==> src/verilog/reset_cause_pkg.sv <==
package reset_cause_pkg;

    // register map, byte addresses on the avalon slave
    localparam logic [15:0] CAUSE_STATUS_ADDR  = 16'hf00c;
    localparam logic [15:0] SUPERVISOR_MODE_ADDR = 16'hf010;
    localparam logic [15:0] BLOCK_CONTROL_45_ADDR = 16'hf06c;
    localparam logic [15:0] RESET_CONTROL_ADDR = 16'hf014;

    // cause flag positions
    localparam int POWER_ON_BIT  = 0;
    localparam int WATCHDOG_BIT  = 2;
    localparam int SUPERVISOR_BIT = 3;
    localparam int DETECTOR_BIT  = 4;
    localparam logic [7:0] CAUSE_MASK = 8'h1d;

    // enable bit positions
    localparam int SUPERVISOR_ENABLE_BIT = 0;
    localparam int DETECTOR_DISABLE_BIT  = 2;

    // reset values
    localparam logic [7:0] SUPERVISOR_MODE_RESET = 8'h00;
    localparam logic [7:0] BLOCK_CONTROL_45_RESET = 8'h04;
    localparam logic [7:0] CAUSE_POWER_ON_VALUE = 8'h01;

    // cpu vector addresses
    localparam logic [15:0] STACK_VECTOR_ADDR = 16'h0000;
    localparam logic [15:0] RESET_VECTOR_ADDR = 16'h0002;
    localparam logic [15:0] BREAK_VECTOR_ADDR = 16'h0004;
    localparam logic [1:0]  BREAK_LEVEL_LIMIT = 2'h1;

    // reset pulse length in cycles, and overflows needed for a watchdog reset
    localparam int RESET_HOLD_CYCLES = 4;
    localparam int WATCHDOG_OVERFLOWS = 2;

    typedef enum logic [2:0] {
        SRC_NONE,
        SRC_PIN,
        SRC_POWER_ON,
        SRC_WATCHDOG,
        SRC_SUPERVISOR,
        SRC_DETECTOR,
        SRC_BREAK
    } reset_source_e;

    typedef struct packed {
        logic       powerCircuit;
        logic       specialRegs;
        logic       cpu;
        logic [15:0] vectorAddr;
        logic [15:0] stackAddr;
    } reset_action_s;

    typedef struct packed {
        logic pinLow;
        logic powerOn;
        logic watchdogOverflow;
        logic supervisorTrip;
        logic detectorTrip;
        logic breakInstruction;
    } reset_request_s;

endpackage

==> src/verilog/reset_source_arbiter.sv <==
module reset_source_arbiter
    import reset_cause_pkg::*;
(
    input  wire reset_cause_pkg::reset_request_s req,
    input  wire logic                            watchdogArmed,
    input  wire logic                            supervisorEnabled,
    input  wire logic                            detectorEnabled,
    output reset_cause_pkg::reset_source_e       source
);
    // fixed priority: hardware causes over the break instruction
    always_comb begin
        source = SRC_NONE;
        if (req.powerOn) begin
            source = SRC_POWER_ON;
        end else if (req.pinLow) begin
            source = SRC_PIN;
        end else if (req.watchdogOverflow && watchdogArmed) begin
            source = SRC_WATCHDOG;
        end else if (req.supervisorTrip && supervisorEnabled) begin
            source = SRC_SUPERVISOR;
        end else if (req.detectorTrip && detectorEnabled) begin
            source = SRC_DETECTOR;
        end else if (req.breakInstruction) begin
            source = SRC_BREAK;
        end
    end
endmodule

==> src/verilog/system_reset_cause_controller.sv <==
module system_reset_cause_controller
    import reset_cause_pkg::*;
(
    input  wire logic                            core_clk,
    input  wire logic                            resetn,
    input  wire logic [15:0]                     avs_address,
    input  wire logic                            avs_read,
    input  wire logic                            avs_write,
    input  wire logic [31:0]                     avs_writedata,
    input  wire logic [3:0]                      avs_byteenable,
    output logic [31:0]                          avs_readdata,
    output logic                                 avs_waitrequest,
    input  wire reset_cause_pkg::reset_request_s resetReq,
    input  wire logic [1:0]                      interruptLevel,
    output logic                                 systemReset,
    output logic                                 powerCircuitInit,
    output logic                                 specialRegInit,
    output logic                                 cpuInit,
    output logic [15:0]                          stackVectorAddr,
    output logic [15:0]                          pcVectorAddr,
    output logic                                 supervisorEnable,
    output logic                                 detectorEnable
);
    import reset_cause_pkg::*;

    // reset release
    logic                  rstSync1;
    logic                  rstSync2;
    // register state
    logic [7:0]            causeStatus_reg;
    logic [7:0]            supervisorMode_reg;
    logic [7:0]            blockControl45_reg;
    logic                  watchdogArmed_reg;
    logic [2:0]            holdCount_reg;
    reset_source_e         activeSource_reg;
    reset_source_e         source;
    // bus and cause decode
    logic                  busAck_reg;
    logic                  busWrite;
    logic                  sourceTaken;
    logic [7:0]            causeSet;
    logic [7:0]            causeStatus_next;

    // sequencer states: hold drives the init strobes
    typedef enum logic [1:0] {RUN, HOLD, RELEASE} seq_state_e;
    seq_state_e            state_reg;

    // the two-flop release avoids a runt reset on deassertion
    always_ff @(posedge core_clk or negedge resetn) begin
        if (!resetn) begin
            rstSync1 <= 1'b0;
            rstSync2 <= 1'b0;
        end else begin
            rstSync1 <= 1'b1;
            rstSync2 <= rstSync1;
        end
    end

    // arbiter sees the registered enables, so a fresh enable counts a cycle later
    reset_source_arbiter arbiter (
        .req               (resetReq),
        .watchdogArmed     (watchdogArmed_reg),
        .supervisorEnabled (supervisorEnable),
        .detectorEnabled   (detectorEnable),
        .source            (source)
    );

    // byte-lane merge for a write to an 8-bit register
    function automatic logic [7:0] merge_byte(input logic [7:0] old, input logic [31:0] data,
                                              input logic [3:0] be, input logic [15:0] addr);
        logic [7:0] lane;
        lane = data[8*addr[1:0] +: 8];
        merge_byte = be[addr[1:0]] ? lane : old;
    endfunction

    // word match: each register owns a whole 32-bit word
    function automatic logic addr_hit(input logic [15:0] addr, input logic [15:0] regAddr);
        addr_hit = addr[15:2] == regAddr[15:2];
    endfunction

    // first overflow only arms, second resets
    // an overflow that lands inside a hold is dropped, unless the hold is for a break, where a first overflow still arms
    always_ff @(posedge core_clk or negedge rstSync2) begin
        if (!rstSync2) begin
            watchdogArmed_reg <= 1'b0;
        end else if (state_reg == HOLD && activeSource_reg != SRC_BREAK) begin
            watchdogArmed_reg <= 1'b0;
        end else if (resetReq.watchdogOverflow && !watchdogArmed_reg) begin
            watchdogArmed_reg <= 1'b1;
        end
    end

    // sequencer: a new source is caught only while running
    always_ff @(posedge core_clk or negedge rstSync2) begin
        if (!rstSync2) begin
            state_reg        <= HOLD;
            activeSource_reg <= SRC_POWER_ON;
            holdCount_reg    <= 3'h0;
        end else begin
            unique case (state_reg)
                RUN: begin
                    if (source != SRC_NONE) begin
                        state_reg        <= HOLD;
                        activeSource_reg <= source;
                        holdCount_reg    <= 3'h0;
                    end
                end
                // causes arriving now are not queued
                HOLD: begin
                    if (holdCount_reg == 3'(RESET_HOLD_CYCLES - 1)) begin
                        state_reg <= RELEASE;
                    end else begin
                        holdCount_reg <= holdCount_reg + 3'h1;
                    end
                end
                RELEASE: begin
                    state_reg        <= RUN;
                    activeSource_reg <= SRC_NONE;
                end
                // illegal code: fall back into hold; the hold count is not restarted
                default: begin
                    state_reg <= HOLD;
                end
            endcase
        end
    end

    // cause flags raised on entering hold
    always_comb begin
        causeSet = 8'h00;
        if (state_reg == RUN) begin
            unique case (source)
                SRC_POWER_ON:   causeSet[POWER_ON_BIT] = 1'b1;
                SRC_WATCHDOG:   causeSet[WATCHDOG_BIT] = 1'b1;
                SRC_SUPERVISOR: causeSet[SUPERVISOR_BIT] = 1'b1;
                SRC_DETECTOR:   causeSet[DETECTOR_BIT] = 1'b1;
                SRC_PIN, SRC_BREAK, SRC_NONE: causeSet = 8'h00;
            endcase
        end
    end

    // writes land at the edge that ends the cycle after the wait state, as the master expects
    assign busWrite = avs_write && busAck_reg;

    // a cause is taken only while running; one arriving in hold is lost
    assign sourceTaken = state_reg == RUN && source != SRC_NONE;

    // never cleared by a source reset; set by causes, and a bus write replaces the byte
    always_comb begin
        causeStatus_next = causeStatus_reg;
        if (busWrite && addr_hit(avs_address, CAUSE_STATUS_ADDR)) begin
            causeStatus_next = merge_byte(causeStatus_reg, avs_writedata, avs_byteenable, CAUSE_STATUS_ADDR)
                               & CAUSE_MASK;
        end
        causeStatus_next = causeStatus_next | causeSet;
    end

    // power-on is the only reset reaching this flop; its value is power-on
    always_ff @(posedge core_clk or negedge rstSync2) begin
        if (!rstSync2) begin
            causeStatus_reg <= CAUSE_POWER_ON_VALUE;
        end else begin
            causeStatus_reg <= causeStatus_next;
        end
    end

    // enable registers, written by software, reset by sources
    always_ff @(posedge core_clk or negedge rstSync2) begin
        if (!rstSync2) begin
            supervisorMode_reg <= SUPERVISOR_MODE_RESET;
            blockControl45_reg <= BLOCK_CONTROL_45_RESET;
        end else if (sourceTaken) begin
            // keep own enable, reset the other
            if (source != SRC_SUPERVISOR) begin
                supervisorMode_reg <= SUPERVISOR_MODE_RESET;
            end
            if (source != SRC_DETECTOR) begin
                blockControl45_reg <= BLOCK_CONTROL_45_RESET;
            end
        end else if (busWrite) begin
            if (addr_hit(avs_address, SUPERVISOR_MODE_ADDR)) begin
                supervisorMode_reg <= merge_byte(supervisorMode_reg, avs_writedata, avs_byteenable,
                                                 SUPERVISOR_MODE_ADDR);
            end
            if (addr_hit(avs_address, BLOCK_CONTROL_45_ADDR)) begin
                blockControl45_reg <= merge_byte(blockControl45_reg, avs_writedata, avs_byteenable,
                                                 BLOCK_CONTROL_45_ADDR);
            end
        end
    end

    // one wait state on every access, ack pulses one cycle
    always_ff @(posedge core_clk or negedge rstSync2) begin
        if (!rstSync2) begin
            busAck_reg <= 1'b0;
        end else begin
            busAck_reg <= (avs_read || avs_write) && !busAck_reg;
        end
    end

    // own flop so the pin comes straight from a register; mirrors !busAck_reg
    always_ff @(posedge core_clk or negedge rstSync2) begin
        if (!rstSync2) begin
            avs_waitrequest <= 1'b1;
        end else begin
            avs_waitrequest <= !((avs_read || avs_write) && !busAck_reg);
        end
    end

    // read data latched on the first cycle; unmapped reads zero
    always_ff @(posedge core_clk or negedge rstSync2) begin
        if (!rstSync2) begin
            avs_readdata <= 32'h0000_0000;
        end else if (avs_read && !busAck_reg) begin
            avs_readdata <= 32'h0000_0000;
            unique case (avs_address[15:2])
                CAUSE_STATUS_ADDR[15:2]:
                    avs_readdata[8*CAUSE_STATUS_ADDR[1:0] +: 8] <= causeStatus_reg;
                SUPERVISOR_MODE_ADDR[15:2]:
                    avs_readdata[8*SUPERVISOR_MODE_ADDR[1:0] +: 8] <= supervisorMode_reg;
                BLOCK_CONTROL_45_ADDR[15:2]:
                    avs_readdata[8*BLOCK_CONTROL_45_ADDR[1:0] +: 8] <= blockControl45_reg;
                RESET_CONTROL_ADDR[15:2]:
                    avs_readdata[2:0] <= 3'(activeSource_reg);
                default:
                    avs_readdata <= 32'h0000_0000;
            endcase
        end
    end

    // initialisation strobes, held for the whole hold phase; a break hold raises only systemReset and cpuInit
    always_ff @(posedge core_clk or negedge rstSync2) begin
        if (!rstSync2) begin
            systemReset      <= 1'b1;
            powerCircuitInit <= 1'b1;
            specialRegInit   <= 1'b1;
            cpuInit          <= 1'b1;
        end else begin
            systemReset      <= state_reg == HOLD;
            powerCircuitInit <= state_reg == HOLD && activeSource_reg != SRC_BREAK;
            specialRegInit   <= state_reg == HOLD && activeSource_reg != SRC_BREAK;
            cpuInit          <= state_reg == HOLD;
        end
    end

    // vector choice for break at low level
    always_ff @(posedge core_clk or negedge rstSync2) begin
        if (!rstSync2) begin
            stackVectorAddr <= STACK_VECTOR_ADDR;
            pcVectorAddr    <= RESET_VECTOR_ADDR;
        end else if (sourceTaken) begin
            stackVectorAddr <= STACK_VECTOR_ADDR;
            pcVectorAddr    <= (source == SRC_BREAK && interruptLevel <= BREAK_LEVEL_LIMIT)
                               ? BREAK_VECTOR_ADDR : RESET_VECTOR_ADDR;
        end
    end

    // no data memory init path
    // enables follow the mode bits one cycle later
    always_ff @(posedge core_clk or negedge rstSync2) begin
        if (!rstSync2) begin
            supervisorEnable <= 1'b0;
            detectorEnable   <= 1'b0;
        end else begin
            supervisorEnable <= supervisorMode_reg[SUPERVISOR_ENABLE_BIT];
            detectorEnable   <= !blockControl45_reg[DETECTOR_DISABLE_BIT];
        end
    end
endmodule

==> config.mk <==
export PLATFORM = sky130hd
export DESIGN_NAME = system_reset_cause_controller
export DESIGN_NICKNAME = d
export VERILOG_FILES = /design/src/verilog/reset_cause_pkg.sv /design/src/verilog/reset_source_arbiter.sv /design/src/verilog/system_reset_cause_controller.sv
export SDC_FILE = /design/constraint.sdc
export NUM_CORES = 1
export LEC_CHECK = 0
export BUFFER_PORTS_ARGS = -buffer_cell sky130_fd_sc_hd__buf_2
export CORE_UTILIZATION = 44
export CTS_BUF_LIST = sky130_fd_sc_hd__clkbuf_2 sky130_fd_sc_hd__clkbuf_4 sky130_fd_sc_hd__clkbuf_8
export DETAILED_ROUTE_END_ITERATION = 16
export PLACE_DENSITY = 0.86
export SETUP_SLACK_MARGIN = 0.3
export SLEW_MARGIN = 20
export SYNTH_ARGS = -nofsm -noshare
export SYNTH_HDL_FRONTEND = slang
export SYNTH_SLANG_ARGS = --single-unit
==> constraint.sdc <==
create_clock -name core_clk -period 1.4 [get_ports core_clk]
set_input_delay 0 -clock core_clk [delete_from_list [all_inputs] [get_ports core_clk]]
set_output_delay 0 -clock core_clk [all_outputs]
set_load 0.1 [all_outputs]
==> flow_metrics.env <==
export IMPL_vias=2689
export IMPL_outcome="complete, but fails checks"
export IMPL_drive_above_1_share_pct=41.2
export IMPL_portBuffers=50
export IMPL_ir_drop_uv=1840
export IMPL_ys_ff_latch=47
export IMPL_synth_top_cell_by_area="dfrtp_1"
export IMPL_maxCapViolations=0
export IMPL_routed_wl_mm=7.94
export IMPL_drtIter0Drc=203
export IMPL_die_h_um=82.9
export IMPL_synth_top_area_share_pct=33.9
export IMPL_area_growth_pct=38.4
export IMPL_die_x_um=82.9
export IMPL_grt_pass1_vias=2561
export IMPL_grt_antenna_before_repair=0
export IMPL_avgSynthCellArea_sq_um=9.51
export IMPL_synth_seq_area_share_pct=41.2
export IMPL_cts_tree="done"
export IMPL_grt_pass1_wl_mm=12.2
export IMPL_crit_type="flop to flop"
export IMPL_ys_warn_count=0
export IMPL_worst_slack_ns=-0.338
export IMPL_ys_flop_type="dfrtp_1"
export IMPL_grt_overflow=0
export IMPL_wl_per_cell_um=16.2
export IMPL_leakagePower_nw=1.90
export IMPL_grt_start_max_net_pins=46
export IMPL_powerDensity_nw_per_um2=1850
export IMPL_cts_max_path_buffers=2
export IMPL_r2r_start="detectorEnable"
export IMPL_crit_buf_inv=1
export IMPL_relSlewSlack_pct=65.3
export IMPL_finalNonFillerCells=490
export IMPL_track_usage_pct=22.2
export IMPL_synth_area_sq_um=2880
export IMPL_std_cell_rows=29
export IMPL_whs_ns=-0.0146
export IMPL_dp_cells=455
export IMPL_rsz0062_at_grt="true"
export IMPL_async_flop_share_pct=100
export IMPL_start_util_pct=45.4
export IMPL_yosysMostFrequentCell="buf_4"
export IMPL_antenna_left=0
export IMPL_cts_made_buffers=5
export IMPL_total_power_mw=7.38
export IMPL_slowest_delay_ns=0.48
export IMPL_clock_sinks=47
export IMPL_violations="negative hold slack, negative setup slack"
export IMPL_arrival_ns=1.96
export IMPL_root_buffer="clkbuf_8"
export IMPL_dieArea_sq_um=6870
export IMPL_synth_edf_count=0
export IMPL_slowest_stage="dfrtp_4"
export IMPL_crit_path_end_kind="flop"
export IMPL_via_per_inst=5.49
export IMPL_post_route_util_pct=62.8
export IMPL_htree_num_levels=2
export IMPL_dp_hpwl_mm=5.12
export IMPL_startpoint="detectorEnable"
export IMPL_synth_common_cells="buf_4, dfrtp_1, nand2_1"
export IMPL_fin_crit_sh_pct=124
export IMPL_setup_viol=29
export IMPL_setup_worst_path_start_class="flop"
export IMPL_critPathTopFamily="compound AO/OA/AOI/OAI gates"
export IMPL_drt_pass1_iter_count=5
export IMPL_slew_viol_final=0
export IMPL_worst_slew_pin_slew_ns=0.518
export IMPL_synth_area_leaders="dfrtp_1, buf_4, dfstp_2, mux2i_1, nand2_1"
export IMPL_nets=481
export IMPL_hp_class="input port to flop"
export IMPL_clkTransAtPathRegs_ns=0.08
export IMPL_cp_max_fo=8
export IMPL_gp_congestion=0.888
export IMPL_clock_skew_ns=0.00977
export IMPL_final_hold_violation_count=1
export IMPL_syn_inst=303
export IMPL_post_route_drc_count=0
export IMPL_clk_latency_ns=0.31
export IMPL_n_antenna_cell=0
export IMPL_synth_cell_types=57
export IMPL_ioPinCount=135
export IMPL_fmax_ghz=0.575
export IMPL_period_needed_ns=1.74
export IMPL_holdCritStartpoint="interruptLevel[1]"
export IMPL_cp_data_required_time_ns=1.63
export IMPL_cp_cell_sequence="a221o_2 > or3b_1 > a31o_1 > buf_12 > mux2i_1"
export IMPL_core_area_sq_um=6350
==> power by group <==
part / internal (mW) / total (mW) / switching (mW) / leakage [nW]
registers: 1.75 / 2.02 / 0.267 / 0.580
clock network: 0.390 / 0.850 / 0.460 / 0.0491
logic: 1.81 / 4.51 / 2.70 / 1.27
total: 3.96 / 7.38 / 3.43 / 1.90
==> layout by cell type (no fill, tap or decap), types with 3 or more instances in the layout <==
cell | synthesis | routed
conb_1 | 2 | 55
dfrtp_2 | 0 | 9
nor2_1 | 9 | 9
o21ai_0 | 13 | 3
nor3_1 | 4 | 3
a21oi_1 | 6 | 5
o21ai_1 | 0 | 6
mux2i_1 | 12 | 10
buf_12 | 0 | 10
clkbuf_8 | 0 | 5
inv_1 | 26 | 22
buf_4 | 56 | 40
clkbuf_4 | 0 | 5
dfstp_2 | 8 | 6
dfrtp_1 | 39 | 28
o211ai_1 | 9 | 9
buf_6 | 2 | 15
a22oi_1 | 5 | 4
dlygate4sd3_1 | 0 | 12
buf_2 | 5 | 33
a22o_1 | 6 | 6
nand2_1 | 28 | 28
nand3_1 | 6 | 4
a221o_1 | 4 | 4
nand4_1 | 9 | 9
ha_1 | 5 | 3
o21ai_2 | 2 | 4
==> area by class of cell <==
cell class                      instances  area (sq um)
Clock buffer                            7          83.8
Clock inverter                          1          5.00
Fill cell                             437          2360
Inverter                               26           103
Multi-Input combinational cell        218          1500
Sequential cell                        47          1210
Tap cell                               77          96.3
Timing Repair Buffer                  114           992
==> worst register-to-register path, cell delays in order (launching register included) <==
cell and delay, ns:
dfrtp_4 0.48, a221o_2 0.43, or3b_1 0.19, a31o_1 0.18
buf_12 0.15, mux2i_1 0.22
==> path summary, 6_finish.rpt <==
path	to	cells past startpoint	slack [ns]
setup / recovery	supervisorMode_reg[4]	5	-0.34
hold / removal	pcVectorAddr[1]	3	-0.01
setup reg to reg	supervisorMode_reg[4]	5	-0.34
hold reg to reg	causeStatus_reg[3]	1	0.25
max in group asynchronous	rstSync2	3	0.72
min in group asynchronous	causeStatus_reg[3]	1	0.25
==> layer usage <==
metal	wire length [um]	GRT usage, %	vias up
met3	735	6.66	41
met5	0	0	-
li1	-	-	1165
met2	3810	36.2	195
met1	3060	27.2	1288
met4	326	9.87	0
==> per-stage QoR <==
stage                     setup WS [ns]  TNS [ns]  area (sq um)
after floorplan                  -0.414     -9.13          3160
after global placement           -0.212     -4.84          3320
after detailed placement         -0.298     -6.29          3320
after CTS                        -0.294     -6.07          3820
after global routing             -0.384     -8.69          3990
final                            -0.338     -7.06          3990
==> cell families after synthesis <==
kind of cell	after synthesis	synth area share, %
buffers and inverters	91	19.9
and+or+nand+nor	79	15.4
AOI/OAI and AO/OA	66	16.6
DFF	47	41.2
muxes	13	4.56
adders and majority gates	5	2.17
other	2	0.261
==> repair_timing <==
| item | CTS | global route |
|---|---|---|
| resized for setup | 69 | 33 |
| gates cloned | 0 | 1 |
| pin swaps | 10 | 16 |
| setup endpoints to repair | 54 | 51 |
| hold buffers | 12 | 0 |
| setup buffers | 8 | 6 |
| hold endpoints to repair | 15 | 0 |
No activity file was read; power rests on OpenSTA's default activity.
